<file path="src/cfgload_pkg.sv">
// constants, pin index map and state type for the configuration loader
// assumes a 100 MHz core clock; used by the loader only, its data buffer does not import it
package cfgload_pkg;
    // core clock and generated flash clock timing
    localparam int CORE_PERIOD_NS = 10;
    localparam int SCK_HALF_NS    = 40;
    localparam int SCK_HALF_CYC   = (SCK_HALF_NS + CORE_PERIOD_NS - 1) / CORE_PERIOD_NS;

    // flash read header
    localparam logic [7:0]  FAST_READ_CMD    = 8'h0b;
    localparam int          CMD_BITS         = 8;
    localparam int          ADDR_BITS        = 24;
    localparam int          DUMMY_BITS       = 8;
    localparam int          HDR_BITS         = CMD_BITS + ADDR_BITS + DUMMY_BITS;
    localparam logic [23:0] FLASH_START_ADDR = 24'h000000;
    localparam logic [7:0]  DUMMY_BYTE       = 8'h00;

    // boot source levels of the sampled chip select
    localparam logic SEL_EXTERNAL = 1'b0;
    localparam logic SEL_ONETIME  = 1'b1;

    // first byte of a target frame selects its destination
    localparam logic [7:0] TGT_OP_LOAD_RAM   = 8'h01;
    localparam logic [7:0] TGT_OP_PROG_STORE = 8'h02;

    // synchroniser lanes
    localparam int SY_SI    = 0;
    localparam int SY_SCK   = 1;
    localparam int SY_SS    = 2;
    localparam int SY_CRST  = 3;
    localparam int SY_STRAP = 4;
    localparam int SY_N     = 5;

    typedef enum {ST_HOLD, ST_SAMPLE, ST_CTRL, ST_CTRL_END, ST_STORE, ST_TARGET, ST_DONE} load_state_t;
endpackage

</file>
<file path="src/cfg_fifo.sv">
// small synchronous fifo with valid/ready on both sides
// assumes one clock and a synchronous active-high reset
`timescale 1ns/1ns
module cfg_fifo #(
    parameter int WIDTH = 9,
    parameter int DEPTH = 4
) (
    input  wire logic             clk,
    input  wire logic             rst,
    input  wire logic             in_valid,
    output logic                  in_ready,
    input  wire logic [WIDTH-1:0] in_data,
    output logic                  out_valid,
    input  wire logic             out_ready,
    output logic      [WIDTH-1:0] out_data
);
    localparam int PW = $clog2(DEPTH);

    if (DEPTH < 2 || (1 << PW) != DEPTH) begin : g_bad_depth
        $error("cfg_fifo depth must be a power of two of at least 2");
    end

    logic [WIDTH-1:0] mem [DEPTH];
    logic [PW-1:0]    wr_ptr;
    logic [PW-1:0]    rd_ptr;
    logic [PW:0]      count;
    logic             do_push;
    logic             do_pop;

    // honest full and empty from the occupancy count
    assign in_ready  = (count != (PW+1)'(DEPTH));
    assign out_valid = (count != '0);
    assign do_push   = in_valid && in_ready;
    assign do_pop    = out_valid && out_ready;
    assign out_data  = mem[rd_ptr];

    // storage write
    always_ff @(posedge clk) begin
        if (do_push) begin
            mem[wr_ptr] <= in_data;
        end
    end

    // pointers and count
    always_ff @(posedge clk) begin
        if (rst) begin
            wr_ptr <= '0;
            rd_ptr <= '0;
            count  <= '0;
        end else begin
            if (do_push) begin
                wr_ptr <= wr_ptr + 1'b1;
            end
            if (do_pop) begin
                rd_ptr <= rd_ptr + 1'b1;
            end
            count <= count + (PW+1)'(do_push) - (PW+1)'(do_pop);
        end
    end

    // pointers must meet whenever the fifo is empty or full
    chk_ptr_agree: assert property (@(posedge clk) disable iff (rst)
        (count == '0 || count == (PW+1)'(DEPTH)) |-> wr_ptr == rd_ptr) else $error("fifo pointers out of step");
endmodule

</file>
<file path="src/cfg_loader.sv">
// configuration loader: boot source choice, flash read, onetime store copy, target load
// assumes pins arrive asynchronous to core_clk and the pad logic resolves each enable
`timescale 1ns/1ns
module cfg_loader #(
    parameter int CFG_WORDS  = 16,
    parameter int FIFO_DEPTH = 4
) (
    input  wire logic       core_clk,
    input  wire logic       sys_rst,
    input  wire logic       config_reset_n,
    input  wire logic       target_strap,
    input  wire logic       serial_in_pin,
    output logic            serial_out_pin,
    output logic            serial_out_oe_n,
    input  wire logic       serial_clock_in,
    output logic            serial_clock_out,
    output logic            serial_clock_oe_n,
    input  wire logic       spi_select_in,
    output logic            spi_select_out,
    output logic            spi_select_oe_n,
    input  wire logic       load_hold,
    input  wire logic [$clog2(CFG_WORDS)-1:0] cfg_rd_addr,
    output logic      [7:0] cfg_rd_data,
    output logic            config_done,
    output logic            target_overrun,
    output logic            store_locked
);
    localparam int AW         = $clog2(CFG_WORDS);
    localparam int WC         = AW + 1;
    localparam int TOTAL_BITS = cfgload_pkg::HDR_BITS + CFG_WORDS * 8;
    localparam int CW         = $clog2(TOTAL_BITS + 1);
    localparam logic [CW-1:0] HDR_N   = CW'(cfgload_pkg::HDR_BITS);
    localparam logic [CW-1:0] LAST_N  = CW'(TOTAL_BITS - 1);
    localparam logic [WC-1:0] WORDS_N = WC'(CFG_WORDS);
    localparam logic [7:0]    HALF_N  = 8'(cfgload_pkg::SCK_HALF_CYC - 1);

    if (CFG_WORDS < 2 || (1 << AW) != CFG_WORDS) begin : g_bad_words
        $error("cfg_loader image size must be a power of two of at least 2");
    end

    function automatic logic is_rise(input logic cur, input logic prev);
        return cur && !prev;
    endfunction

    cfgload_pkg::load_state_t state;
    logic [cfgload_pkg::SY_N-1:0] meta;
    logic [cfgload_pkg::SY_N-1:0] sy;
    logic                         sck_d;
    logic                         ss_d;
    logic                         creset_n;
    logic [7:0]                   config_ram [CFG_WORDS];
    logic [7:0]                   onetime_config_store [CFG_WORDS];
    logic [7:0]                   div;
    logic                         sck_q;
    logic [CW-1:0]                bit_cnt;
    logic [cfgload_pkg::HDR_BITS-1:0] hdr;
    logic [7:0]                   rx_byte;
    logic                         tick;
    logic                         ctrl_rise;
    logic                         ctrl_fall;
    logic [WC-1:0]                rd_idx;
    logic [2:0]                   tbit;
    logic                         op_seen;
    logic [7:0]                   op;
    logic                         tgt_so;
    logic                         store_dirty;
    logic                         tgt_rise;
    logic [7:0]                   tgt_byte;
    logic [6:0]                   tshift;
    logic                         src_push;
    logic [8:0]                   src_data;
    logic                         push_valid;
    logic [8:0]                   push_data;
    logic                         push_ready;
    logic                         sink_valid;
    logic [8:0]                   sink_data;
    logic                         sink_ready;
    logic [WC-1:0]                wr_count;
    logic [AW-1:0]                st_idx;

    assign creset_n = sy[cfgload_pkg::SY_CRST];

    // two-flop synchronisers for every pin input
    always_ff @(posedge core_clk) begin
        meta <= {target_strap, config_reset_n, spi_select_in, serial_clock_in, serial_in_pin};
        sy   <= meta;
    end

    // delayed copies for edge finding
    always_ff @(posedge core_clk) begin
        sck_d <= sy[cfgload_pkg::SY_SCK];
        ss_d  <= sy[cfgload_pkg::SY_SS];
    end

    // boot sequencing
    always_ff @(posedge core_clk) begin
        if (sys_rst) begin
            state <= cfgload_pkg::ST_HOLD;
        end else if (!creset_n) begin
            state <= cfgload_pkg::ST_HOLD;
        end else begin
            case (state)
                cfgload_pkg::ST_HOLD: state <= cfgload_pkg::ST_SAMPLE;
                cfgload_pkg::ST_SAMPLE: begin
                    if (sy[cfgload_pkg::SY_SS] == cfgload_pkg::SEL_ONETIME) begin
                        state <= cfgload_pkg::ST_STORE;
                    end else if (sy[cfgload_pkg::SY_STRAP]) begin
                        state <= cfgload_pkg::ST_TARGET;
                    end else begin
                        state <= cfgload_pkg::ST_CTRL;
                    end
                end
                cfgload_pkg::ST_CTRL: begin
                    if (ctrl_fall && bit_cnt == LAST_N) begin
                        state <= cfgload_pkg::ST_CTRL_END;
                    end
                end
                cfgload_pkg::ST_CTRL_END, cfgload_pkg::ST_STORE, cfgload_pkg::ST_TARGET: begin
                    if (wr_count == WORDS_N) begin
                        state <= cfgload_pkg::ST_DONE;
                    end
                end
                cfgload_pkg::ST_DONE: state <= cfgload_pkg::ST_DONE;
                default: state <= cfgload_pkg::ST_HOLD;
            endcase
        end
    end

    // controller clock divider, stalled while the buffer refuses a byte
    assign tick      = (state == cfgload_pkg::ST_CTRL) && (div == HALF_N) && !(push_valid && !push_ready);
    assign ctrl_rise = tick && !sck_q;
    assign ctrl_fall = tick && sck_q;

    // controller shift engine: header out msb first, data in on rising edges
    always_ff @(posedge core_clk) begin
        if (sys_rst || state != cfgload_pkg::ST_CTRL) begin
            div     <= '0;
            sck_q   <= 1'b0;
            bit_cnt <= '0;
            hdr     <= {cfgload_pkg::FAST_READ_CMD, cfgload_pkg::FLASH_START_ADDR, cfgload_pkg::DUMMY_BYTE};
            rx_byte <= '0;
        end else if (tick) begin
            div   <= '0;
            sck_q <= ~sck_q;
            if (ctrl_rise && bit_cnt >= HDR_N) begin
                rx_byte <= {rx_byte[6:0], sy[cfgload_pkg::SY_SI]};
            end
            if (ctrl_fall) begin
                hdr     <= {hdr[cfgload_pkg::HDR_BITS-2:0], 1'b0};
                bit_cnt <= bit_cnt + 1'b1;
            end
        end else if (div != HALF_N) begin
            div <= div + 1'b1;
        end
    end

    // target receive: first byte of a frame is the destination
    assign tgt_rise = (state == cfgload_pkg::ST_TARGET) && !sy[cfgload_pkg::SY_SS] &&
                      is_rise(sy[cfgload_pkg::SY_SCK], sck_d);
    assign tgt_byte = {tshift, sy[cfgload_pkg::SY_SI]};

    always_ff @(posedge core_clk) begin
        if (sys_rst || state != cfgload_pkg::ST_TARGET || sy[cfgload_pkg::SY_SS]) begin
            tbit    <= '0;
            tshift  <= '0;
            op_seen <= 1'b0;
            op      <= '0;
            tgt_so  <= 1'b0;
        end else if (tgt_rise) begin
            tshift <= {tshift[5:0], sy[cfgload_pkg::SY_SI]};
            tbit   <= tbit + 1'b1;
            tgt_so <= sy[cfgload_pkg::SY_SI]; // echo of the last bit
            if (tbit == 3'h7 && !op_seen) begin
                op_seen <= 1'b1;
                op      <= tgt_byte;
            end
        end
    end

    // byte sources into the buffer; bit 8 marks a store write
    always_comb begin
        src_push = 1'b0;
        src_data = '0;
        if (ctrl_rise && bit_cnt >= HDR_N && bit_cnt[2:0] == 3'h7) begin
            src_push = 1'b1;
            src_data = {1'b0, rx_byte[6:0], sy[cfgload_pkg::SY_SI]};
        end else if (state == cfgload_pkg::ST_STORE && rd_idx != WORDS_N && !push_valid) begin
            src_push = 1'b1;
            src_data = {1'b0, onetime_config_store[rd_idx[AW-1:0]]};
        end else if (tgt_rise && tbit == 3'h7 && op_seen) begin
            src_push = (op == cfgload_pkg::TGT_OP_LOAD_RAM) || (op == cfgload_pkg::TGT_OP_PROG_STORE);
            src_data = {op == cfgload_pkg::TGT_OP_PROG_STORE, tgt_byte};
        end
    end

    // staging register, overrun only possible from the free-running host
    always_ff @(posedge core_clk) begin
        if (sys_rst || !creset_n) begin
            push_valid     <= 1'b0;
            push_data      <= '0;
            target_overrun <= 1'b0;
            rd_idx         <= '0;
        end else begin
            if (src_push) begin
                push_valid <= 1'b1;
                push_data  <= src_data;
            end else if (push_ready) begin
                push_valid <= 1'b0;
            end
            if (src_push && push_valid && !push_ready) begin
                target_overrun <= 1'b1;
            end
            if (src_push && state == cfgload_pkg::ST_STORE) begin
                rd_idx <= rd_idx + 1'b1;
            end
        end
    end

    cfg_fifo #(
        .WIDTH (9),
        .DEPTH (FIFO_DEPTH)
    ) cfg_fifo_i (
        .clk       (core_clk),
        .rst       (sys_rst || !creset_n),
        .in_valid  (push_valid),
        .in_ready  (push_ready),
        .in_data   (push_data),
        .out_valid (sink_valid),
        .out_ready (sink_ready),
        .out_data  (sink_data)
    );

    assign sink_ready = !load_hold;

    // drain into the configuration RAM or the onetime store
    always_ff @(posedge core_clk) begin
        if (sink_valid && sink_ready) begin
            if (!sink_data[8] && wr_count != WORDS_N) begin
                config_ram[wr_count[AW-1:0]] <= sink_data[7:0];
            end
            if (sink_data[8] && !store_locked) begin
                onetime_config_store[st_idx] <= sink_data[7:0];
            end
        end
        cfg_rd_data <= config_ram[cfg_rd_addr];
    end

    // write counters, done flag and store lock
    always_ff @(posedge core_clk) begin
        if (sys_rst) begin
            wr_count     <= '0;
            st_idx       <= '0;
            config_done  <= 1'b0;
            store_dirty  <= 1'b0;
            store_locked <= 1'b0;
        end else begin
            if (!creset_n || state == cfgload_pkg::ST_HOLD) begin
                wr_count <= '0;
                st_idx   <= '0;
            end else if (sink_valid && sink_ready) begin
                if (!sink_data[8] && wr_count != WORDS_N) begin
                    wr_count <= wr_count + 1'b1;
                end
                if (sink_data[8] && !store_locked) begin
                    st_idx      <= st_idx + 1'b1;
                    store_dirty <= 1'b1;
                end
            end
            if (is_rise(sy[cfgload_pkg::SY_SS], ss_d) && store_dirty) begin
                store_locked <= 1'b1;
            end
            config_done <= creset_n && state == cfgload_pkg::ST_DONE;
        end
    end

    // pin drive: enables low while driving, all released once done
    assign serial_clock_out  = sck_q;
    assign serial_clock_oe_n = !(state == cfgload_pkg::ST_CTRL || state == cfgload_pkg::ST_CTRL_END);
    assign spi_select_out    = (state != cfgload_pkg::ST_CTRL);
    assign spi_select_oe_n   = serial_clock_oe_n;
    assign serial_out_pin    = (state == cfgload_pkg::ST_TARGET) ? tgt_so : hdr[cfgload_pkg::HDR_BITS-1];
    assign serial_out_oe_n   = !(state == cfgload_pkg::ST_CTRL || state == cfgload_pkg::ST_TARGET);

    chk_hold_off: assert property (@(posedge core_clk) disable iff (sys_rst)
        !creset_n |=> state == cfgload_pkg::ST_HOLD) else $error("load runs while config reset low");
    chk_done_clear: assert property (@(posedge core_clk) disable iff (sys_rst)
        !creset_n |=> !config_done) else $error("done stays high through config reset");
    chk_resample: assert property (@(posedge core_clk) disable iff (sys_rst)
        $rose(creset_n) |=> state == cfgload_pkg::ST_SAMPLE) else $error("no sampling after config reset");
    chk_store_path: assert property (@(posedge core_clk) disable iff (sys_rst)
        (state == cfgload_pkg::ST_SAMPLE && creset_n && sy[cfgload_pkg::SY_SS]) |=> state == cfgload_pkg::ST_STORE)
        else $error("select high did not pick the onetime store");
    chk_ext_path: assert property (@(posedge core_clk) disable iff (sys_rst)
        (state == cfgload_pkg::ST_SAMPLE && creset_n && !sy[cfgload_pkg::SY_SS]) |=>
        (state == cfgload_pkg::ST_CTRL || state == cfgload_pkg::ST_TARGET)) else $error("select low not external");
    chk_cmd_bits: assert property (@(posedge core_clk) disable iff (sys_rst)
        (ctrl_rise && bit_cnt < CW'(cfgload_pkg::CMD_BITS)) |->
        serial_out_pin == cfgload_pkg::FAST_READ_CMD[3'(3'h7 - bit_cnt[2:0])]) else $error("wrong read command bit");
    chk_release: assert property (@(posedge core_clk) disable iff (sys_rst)
        config_done |-> (serial_out_oe_n && serial_clock_oe_n && spi_select_oe_n)) else $error("pins not released");
    chk_clock_dir: assert property (@(posedge core_clk) disable iff (sys_rst)
        state == cfgload_pkg::ST_TARGET |-> serial_clock_oe_n && spi_select_oe_n) else $error("drives host clock");
    chk_select_end: assert property (@(posedge core_clk) disable iff (sys_rst)
        $rose(state == cfgload_pkg::ST_CTRL_END) |-> spi_select_out && !spi_select_oe_n && !config_done)
        else $error("select not raised before done");
    chk_done_set: assert property (@(posedge core_clk) disable iff (sys_rst)
        (state == cfgload_pkg::ST_DONE && creset_n) |=> config_done) else $error("done not raised");
endmodule

</file>
<file path="config.mk">
export PLATFORM = sky130hd
export DESIGN_NAME = cfg_loader
export DESIGN_NICKNAME = d
export VERILOG_FILES = /design/src/cfgload_pkg.sv /design/src/cfg_fifo.sv /design/src/cfg_loader.sv
export SDC_FILE = /design/constraint.sdc
export NUM_CORES = 1
export LEC_CHECK = 0
export ABC_AREA = 1
export BUFFER_PORTS_ARGS = -buffer_cell sky130_fd_sc_hd__buf_4
export CELL_PAD_IN_SITES_DETAIL_PLACEMENT = 0
export CELL_PAD_IN_SITES_GLOBAL_PLACEMENT = 1
export CORE_UTILIZATION = 40
export CTS_CLUSTER_DIAMETER = 80
export DETAILED_ROUTE_END_ITERATION = 16
export HOLD_SLACK_MARGIN = 0.15
export MAX_ROUTING_LAYER = met4
export PLACE_DENSITY = 0.72
export SLEW_MARGIN = 40
export SYNTH_ARGS = -nofsm -noshare
export SYNTH_HDL_FRONTEND = slang
export SYNTH_SLANG_ARGS = --single-unit
</file>
<file path="constraint.sdc">
create_clock -name core_clk -period 4.44 [get_ports core_clk]
set_input_delay 0.888 -clock core_clk [delete_from_list [all_inputs] [get_ports core_clk]]
set_output_delay 0.888 -clock core_clk [all_outputs]
set_load 0.01 [all_outputs]
</file>
; Yosys cells after proc, flatten, opt, wreduce, memory -nomap -nowiden
; Memories as Yosys holds them, arrays and structs flattened. A register that Yosys moved wholly into a read port is not among the register bits.
; Cells that the tools add are included.
[totals]
elab_cells = 159
ram_bits = 292
output_inout_bits = 17
n_memories = 3
ff_bits = 131
in_bits = 12
[classes]
n_mux = 26
eq_ne = 26
n_bitwise = 3
reduce_logical = 63
add_sub_neg = 10
magnitude_cmp = 1
[mem_list]
columns = name, depth, word_bits, rd, rd_ports_with_merged_regs, wr, line
row1 = config_ram, 16, 8, 1, 1, 1, cfg_loader.sv:51  ; logic [7:0] config_ram [CFG_WORDS];
row2 = onetime_config_store, 16, 8, 1, 1, 1, cfg_loader.sv:52  ; logic [7:0] onetime_config_store [CFG_WORDS];
row3 = cfg_fifo_i.mem, 4, 9, 1, 1, 1, cfg_fifo.sv:23  ; logic [WIDTH-1:0] mem [DEPTH];
[op_table]
columns = op, n
row1 = 32-bit by 3-bit == test with 1-bit output (second input constant), 5
row2 = 32-bit case mux with 5 select lines, 1
row3 = 32-bit by 4-bit == test with 1-bit output (second input constant), 3
row4 = 32-bit by 2-bit == test with 1-bit output (second input constant), 2
row5 = 32-bit logical NOT, 2
row6 = 32-bit two-way mux, 2
row7 = 32-bit by 1-bit == test with 1-bit output (second input constant), 1
row8 = 32-bit by 3-bit inequality test with 1-bit output (second input constant), 1
row9 = 32-bit by 4-bit inequality test with 1-bit output (second input constant), 1
row10 = 9-bit two-way mux, 3
row11 = 1-bit logical AND, 26
row12 = 8-bit by 1-bit adder with 8-bit output (second input constant), 2
row13 = 8-bit by 2-bit == test with 1-bit output (second input constant), 2
row14 = 1-bit logical NOT, 14
row15 = 1-bit two-way mux, 14
row16 = 2-bit AND reduction, 6
row17 = 5-bit by 1-bit adder with 5-bit output (second input constant), 2
row18 = 5-bit inequality test (second input constant), 2
row19 = 8-bit by 1-bit == test with 1-bit output (second input constant), 1
row20 = 8-bit == test (second input constant), 1
row21 = 8-bit by 6-bit greater-or-equal comparator with 1-bit output (second input constant), 1
row22 = 1-bit logical OR, 8
row23 = 4-bit two-way mux, 2
row24 = 8-bit by 2-bit inequality test with 1-bit output (second input constant), 1
row25 = 17 further kinds, 26

; Depth between registers and ports, before layout
; Gate-level depths: netlist (run 1).
[logic_depth]
depth_word = 12
depth_mapped = 14
ltp_nobuf = 11

; Modules after synthesis
; A second synthesis (run 1) with hierarchy kept.
[hier_totals]
cells_unflattened = 1477
area_unflattened_um2 = 16485.8
[modules_own_cells]
columns = module, seq_area_each_um2, area_each_um2, n_inst, cells_per_inst
row1 = cfg_loader, 9809.4, 14649.0, 1, 1326
row2 = cfg_fifo, 1261.2, 1836.8, 1, 151

; Least setup slack after synthesis (run 1)
; Ideal clock, no wire load.
[synth_timing]
kind = in2reg
from = in load_hold
to = mem onetime_config_store[3][0], enable pin
path_buffers = 0
t_arrival_ns = 1.886
setup_ns = 0.370
setup_slack_ns = 2.184
cell_stages = 7
required_time_ns = 4.070
cell_sequence = inv_1 -> nand2_1 -> inv_1 -> nand3_1 -> inv_1 -> nand3_1 -> nor2_1
[synth_via]
elab_chain_len = 4
[synth_lines]
columns = element, line
row1 = start: declaration, cfg_loader.sv:21  ; input wire logic load_hold,
row2 = 1-bit logical NOT, cfg_loader.sv:233  ; assign sink_ready = !load_hold;
row3 = 1-bit logical AND, n/a
row4 = named net cfg_fifo_i.do_pop, cfg_fifo.sv:28  ; logic do_pop;
row5 = 1-bit two-way mux, cfg_loader.sv:237  ; if (sink_valid && sink_ready) begin
row6 = 1-bit two-way mux (implied by the code), cfg_loader.sv:242  ; onetime_config_store[st_idx] <= sink_data[7:0];
row7 = end: declaration, cfg_loader.sv:52
; The timed path passes the listed nets, and every way through them passes these cells.

==> flow_summary.ini, run 1 <==
[clock_tree]
clk_pin_slew_ns = 0.06
cts_tree = done
hold_buffers = 0
cts_setup_buffers = 0
clockRootBuffer = clkbuf_16
cts_buffer_depth = 3
clock-sinks = 407
htreeDepth = 2
cts_buffers = 43
cts.repair.resized = 0
clk_latency_ns = 0.54

[final_layout]
final_common_cell = edfxtp_1
antenna_cells = 0
multiInputGateArea_um2 = 4620
area_growth_pct = 13.1
nets = 1579
most-common-layout-cells = edfxtp_1 (292), nand2_1 (243), nor2_1 (155), inv_1 (155), o21ai_0 (134)
seq_area_um2 = 11100
drive_gt1_frac = 0.0926
nFillCells = 3711

[setup_path]
crit_arrival_ns = 3.01
crit_required_ns = 4.60
worstSetupPathType = reg2reg
r2r_end = onetime_config_store[5][6]$_DFFE_PP_
worstSetupStartpointType = flip-flop
regToRegSetupSlack_ns = 1.59
critPathMaxFanout = 19
reg2reg_depth = 10
crit_path_end_kind = flip-flop

[synthesis]
synth.avg_cell_area_um2 = 10.9
yosys_warnings = 0
synth-compound-area-share = 0.0936
seq_area_frac_synth = 0.670
synthesis.instances = 1518
synth_cell_types = 41
syn_nets = 1553
synth_top_family_by_area = simple AND/OR/NAND/NOR gates
synth_mux_area_frac = 0.0194
synthAdderAreaFrac = 0.0179
synth_simple_gate_area_frac = 0.141
synth-xor-area-share = 0.00371
syn_area_um2 = 16500
ys_ff_latch = 407

[placed_design]
io_buffers = 28
gp_congestion = 0.831
hpwlAfterDp_um = 24000
pre_cts_slack_ns = 1.50

[routing]
ant_nets = 0
num_vias = 10700
routed_via_density = 5.06
wl_um = 36800
dr.pass1.iters = 5
drcViolationCount = 0
drt_iter0_drc = 886
wl_per_cell_um = 17.5

[grt]
grt_max_degree = 67
grt_pass1_vias = 10000
overflow = 0
grt_pass1_wl_um = 57400
track_usage = 0.184
antenna_found_initial = 0

[sta]
hold_slack_ns = 0.325
drv_slew = 0
fin_crit_ns = 2.85
timing.slew.headroom = 0.496
hold_viol = 0
tns_ns = 0
finalCritPeriodShare = 0.642
finalSetupViolCount = 0
clock_skew_ns = 0.0192
layout_setup_ws_ns = 1.59
rsz0062_at_grt = false
tightestPinTransition_ns = 0.753
fmax_mhz = 351

[die]
design.core.area_um2 = 40700
ioPinCount = 29
die_area_um2 = 42100
die-height_um = 205
dieWidth_um = 205
num_rows = 74
initial_utilization = 0.405

[hold_path]
hold_start = meta[4]$_DFF_P_
min_path_cells = 0
hold_end = sy[4]$_DFF_P_
hold_class = reg2reg

[power_and_ir_drop]
peakVddDrop_mv = 0.478
finalPower_mw = 7.76
power.leakage_nw = 7.05
sw_frac_of_total = 0.204
clock_power_share = 0.451
p_seq_frac = 0.523
powerDensity_nw_per_um2 = 415
p_comb_frac = 0.026
power_switching_mw = 1.58
internal_power_mw = 6.18

[status]
status = finished, final reports clean

[flow_run]
drv_cap = 0
cell usage after synthesis:
cell type  count  area share
buf_2         20      0.0061
nor2_4         4      0.0027
o21a_1         1     0.00045
nand3_1       95       0.029
xor2_1         5      0.0027
nand2_1      243       0.055
o22ai_1        8      0.0030
o211ai_1      44       0.020
o21ai_0      134       0.041
nor3_4         1     0.00098
dfxtp_1      115        0.14
nor3b_1        2     0.00091
a211oi_1       1     0.00045
nor2_8         2      0.0024
inv_1        156       0.035
nand3_4        1      0.0011
nor2_1       159       0.036
xnor2_1        2      0.0011
ha_1          22       0.017
and3_1         3      0.0011
inv_2          5      0.0011
buf_6          1     0.00068
o21ai_1        1     0.00030
fa_1           1      0.0012
nor3_1        12      0.0036
nand3b_1       2     0.00091
a21oi_1       90       0.027
nor4_1         2     0.00076
clkinv_1       2     0.00045
edfxtp_1     292        0.53
buf_1          4     0.00091
nand4_2        1     0.00076
a31oi_1        4      0.0015
clkbuf_1      34      0.0077
nand4_1        6      0.0023
mux2i_1       32       0.019
nand2_4        1     0.00068
nand2_2        3      0.0011
nand3_2        2      0.0012
buf_4          3      0.0014
nor2_2         2     0.00076
routing by layer:
layer / GRT usage / part of all wire
met3: 0.0266 / 0.049
met1: 0.251 / 0.46
met2: 0.288 / 0.47
met5: - / 0
met4: 0.0513 / 0.021
how the worst max path moves through the flow:
| stage | start | endpoint | slack (ns) | cells after the start |
|---|---|---|---|---|
| after floorplan | load_hold | onetime_config_store[3][0]$_DFFE_PP_ | 2.18 | 7 |
| after global placement | sys_rst | st_idx[0]$_SDFFE_PP0P_ | 1.53 | 8 |
| after detailed placement | load_hold | onetime_config_store[1][1]$_DFFE_PP_ | 1.50 | 8 |
| after CTS | flip-flop | onetime_config_store[1][1]$_DFFE_PP_ | 1.60 | 10 |
| after global routing | flip-flop | onetime_config_store[4][5]$_DFFE_PP_ | 1.29 | 10 |
| final | flip-flop | onetime_config_store[5][6]$_DFFE_PP_ | 1.59 | 10 |
power by group through the flow:
stage / logic (mW) / registers (mW) / clock network (mW)
finish: 0.199 / 4.06 / 3.50
global route: 0.221 / 4.06 / 3.74
CTS: 0.200 / 4.06 / 3.59
detailed placement: 0.200 / 4.14 / 0
global placement: 0.200 / 4.14 / 0
floorplan: 0.134 / 4.14 / 0
logic make-up (layout without fill, tap and decap cells):
family / count (synthesis) / after routing
compound gates: 283 / 283
mux: 32 / 32
fa+ha+maj: 23 / 23
xor+xnor: 7 / 7
simple gates: 541 / 541
flops: 407 / 407
buf+inv: 225 / 283
final cells by class:
class                   instances  area share
well taps                     532      0.0356
multi-input cells             886       0.247
flip-flops and latches        407       0.593
inverters                     163      0.0328
repair buffers                 43      0.0173
clock inverters                28      0.0138
clock buffers                  49      0.0605
stage by stage:
step	cells	utilization	area [um^2]
floorplan	1518	-	16500
global placement	2031	0.424	17300
detailed placement	2031	0.424	17300
CTS	2108	0.459	18700
global route	2108	0.459	18700
finish	2108	0.459	18700
critical path: stages, from the launching register on:
cell	delay, ns
dfxtp_1	0.30
buf_4	0.19
inv_1	0.40
nand2_1	0.10
nand3_1	0.09
nand2_1	0.09
inv_1	0.07
nand3_1	0.13
inv_1	0.21
nand2_1	0.28
nor2_1	0.59
flip-flops by register name, summed over array words and instances (netlist names), 2 cells and up, named ones only:
name                  flops
tshift                    7
cfg_fifo_i.wr_ptr         2
onetime_config_store    128
wr_count                  5
hdr                       8
state                     3
div                       8
rd_idx                    5
config_ram              128
cfg_fifo_i.count          3
op                        8
cfg_rd_data               8
cfg_fifo_i.mem           36
meta                      5
bit_cnt                   8
rx_byte                   7
st_idx                    4
sy                        5
push_data                 9
tbit                      3
cfg_fifo_i.rd_ptr         2
No activity file was read; power rests on OpenSTA's default activity.
==> run 2: changes to the inputs <==
--- a/config.mk
+++ b/config.mk
@@ -5,7 +5,7 @@
 export SDC_FILE = /design/constraint.sdc
 export NUM_CORES = 1
 export LEC_CHECK = 0
-export ABC_AREA = 1
+export ABC_AREA = 0
 export BUFFER_PORTS_ARGS = -buffer_cell sky130_fd_sc_hd__buf_4
 export CELL_PAD_IN_SITES_DETAIL_PLACEMENT = 0
 export CELL_PAD_IN_SITES_GLOBAL_PLACEMENT = 1
@@ -14,7 +14,7 @@
 export DETAILED_ROUTE_END_ITERATION = 16
 export HOLD_SLACK_MARGIN = 0.15
 export MAX_ROUTING_LAYER = met4
-export PLACE_DENSITY = 0.72
+export PLACE_DENSITY = 0.71
 export SLEW_MARGIN = 40
 export SYNTH_ARGS = -nofsm -noshare
 export SYNTH_HDL_FRONTEND = slang
==> constraint.sdc (replaced) <==
create_clock -name core_clk -period 2.41 [get_ports core_clk]
set_input_delay 0.482 -clock core_clk [delete_from_list [all_inputs] [get_ports core_clk]]
set_output_delay 0.482 -clock core_clk [all_outputs]
set_load 0.01 [all_outputs]
==> run 2 against run 1 <==
Critical path depth fell by 3. First-iteration DRC count fell by 29%. Sequential power rose by 84%. Critical path type unchanged. Highest routed layer unchanged. Sequential share of layout area up 0.21 points. Critical endpoint is now config_ram[2][5]$_DFFE_PP_.
==> flow_summary.ini, run 2 <==
[die]
die_area_um2 = 40400
ioPinCount = 29
design.core.area_um2 = 38800
initial_utilization = 0.408
die-height_um = 201
num_rows = 72
dieWidth_um = 201

[power_and_ir_drop]
power.leakage_nw = 6.34
peakVddDrop_mv = 0.416
powerDensity_nw_per_um2 = 783
finalPower_mw = 14.6

[setup_path]
crit_end = config_ram[2][5]$_DFFE_PP_
regToRegSetupSlack_ns = 0.14
worstSetupPathType = reg2reg
crit_path_end_kind = flip-flop
reg2reg_depth = 7
r2r_end = config_ram[2][5]$_DFFE_PP_
worstSetupStartpointType = flip-flop
crit_arrival_ns = 2.51
crit_required_ns = 2.65
critPathMaxFanout = 8

[routing]
wl_um = 31900
ant_nets = 0
drt-met1-wl_um = 14600
drcViolationCount = 0
wl_met2_um = 15300
drt_iter0_drc = 629
dr.pass1.iters = 5
highest_layer = met4
wl_met3_um = 1280
wl_per_cell_um = 19.9
routed_via_density = 5.16
num_vias = 8274

[synthesis]
synth_cell_types = 59
ys_async_sr_fraction = 0
yosys_warnings = 0
synth_simple_gate_area_frac = 0.0734
yosys.area.top_type_share = 0.553
seq_area_frac_synth = 0.699
synth.area.top_cells = edfxtp_1 (55%), dfxtp_1 (15%), mux4_2 (10%), mux2i_1 (2.5%), nor2_1 (2.3%)
synth_mux_area_frac = 0.142
synthAdderAreaFrac = 0.0186
yosysMostFrequentCell = edfxtp_1
synthesis.instances = 955
synth-compound-area-share = 0.0347
synth_top_family_by_area = multiplexers
synth.avg_cell_area_um2 = 16.6
synth-edff-count = 292
synth_ff_type = edfxtp_1
syn_area_um2 = 15800
ys_ff_latch = 407
synth_top_cell_by_area = edfxtp_1
synth_commonest_cells = edfxtp_1 (292), dfxtp_1 (115), nor2_1 (97)
synth-xor-area-share = 0.0144
syn_nets = 990

[sta]
tightestPinTransition_ns = 0.800
hold_viol = 0
tns_ns = 0
hold_slack_ns = 0.182
rsz0062_at_grt = false
clock_skew_ns = 0.0116
finalSetupViolCount = 0
drv_slew = 0
fin_crit_ns = 2.27
finalCritPeriodShare = 0.943
timing.slew.headroom = 0.465
fmax_mhz = 440

[clock_tree]
clockRootBuffer = clkbuf_16
cts_buffer_depth = 3
cts_tree = done
clk_pin_slew_ns = 0.06
htreeDepth = 2
cts_buffers = 42
clock-sinks = 407
clk_latency_ns = 0.53

[grt]
overflow = 0
track_usage = 0.166
grt_pass1_wl_um = 49700
grt_pass1_vias = 8441
antenna_found_initial = 0
grt_max_degree = 33

[placed_design]
io_buffers = 28
hpwlAfterDp_um = 20800
gp_congestion = 0.767

[status]
status = finished, final reports clean

[hold_path]
hold_start = sys_rst
hold_class = in2reg

[final_layout]
antenna_cells = 0
most-common-layout-cells = edfxtp_1 (292), dfxtp_1 (112), nor2_1 (97), buf_4 (88), mux4_2 (72)
drive_gt1_frac = 0.236
area_growth_pct = 17.5
final_common_cell = edfxtp_1
nets = 1087

[flow_run]
drv_cap = 0
## run 2: cell count changes after synthesis, sizes merged, moves of 10 or more
cell	change
a21oi	-70
and2	+11
clkbuf	-10
inv	-138
mux4	+80
nand2	-200
nand3	-86
nor2	-70
o211ai	-44
o21ai	-130
o31ai	+12
xnor2	+10
## run 2: cell families (layout without fill, tap and decap cells)
logic type                 Yosys count  in the layout
xor gates and xnor gates            26             26
AOI/OAI and AO/OA                   76             76
and+or+nand+nor                    233            233
adders and majority gates           23             23
buffers and inverters               69            200
muxes                              121            121
DFF                                407            407
## run 2: worst min path at each step
stage,end,slack (ns),cells after the start
2_1_floorplan,sy[0]$_DFF_P_,0.31,0
3_3_place_gp,sy[2]$_DFF_P_,0.31,0
3_5_place_dp,sy[2]$_DFF_P_,0.31,0
4_1_cts,store_locked$_SDFFE_PP0P_,0.18,2
5_1_grt,store_locked$_SDFFE_PP0P_,0.17,2
6_report,store_locked$_SDFFE_PP0P_,0.18,2
## run 2: layout make-up
| type | count | area, um^2 |
|---|---|---|
| Inverter | 23 | 86.3 |
| Timing Repair Buffer | 99 | 822 |
| Tap cell | 518 | 648 |
| Multi-Input combinational cell | 479 | 4500 |
| Fill cell | 3249 | 20200 |
| Clock buffer | 55 | 1170 |
| Sequential cell | 407 | 11100 |
| Clock inverter | 23 | 312 |
## run 2: power by group
group | internal, mW | total, mW | switching (mW) | leakage, nW
logic | 0.135 | 0.261 | 0.126 | 2.05
clock network | 4.29 | 6.87 | 2.58 | 0.722
registers | 7.44 | 7.46 | 0.0213 | 3.57
## run 2: stage by stage
step                setup slack [ns]  utilization  std cells  instance area (um^2)
floorplan                     -0.142            -        955                 15800
global placement              0.0440        0.439       1520                 17100
detailed placement          -0.00831        0.439       1520                 17100
CTS                           0.0467        0.479       1604                 18600
global route                 0.00672        0.480       1604                 18600
finish                         0.139        0.480       1604                 18600
## run 2: per-layer routing
metal / track usage / vias to the layer above
met5: - / -
met4: 0.0507 / 0
met3: 0.0289 / 45
met2: 0.262 / 149
met1: 0.220 / 4195
li1: - / 3885
## run 2: timing repair
item / CTS / global route
pin swaps: 1 / 0
setup endpoints to repair: 12 / 23
hold buffers: 5 / 0
gates resized for setup: 0 / 7
buffers inserted: 1 / 0
hold endpoints to repair: 5 / 0
## run 2: worst max-delay path, cell delays in order, from the launching register on
cell and delay [ns]:
dfxtp_1 0.35, mux4_2 0.55, buf_4 0.17, nor4b_4 0.25
buf_6 0.16, nand2_1 0.13, nor3_1 0.16, buf_4 0.21
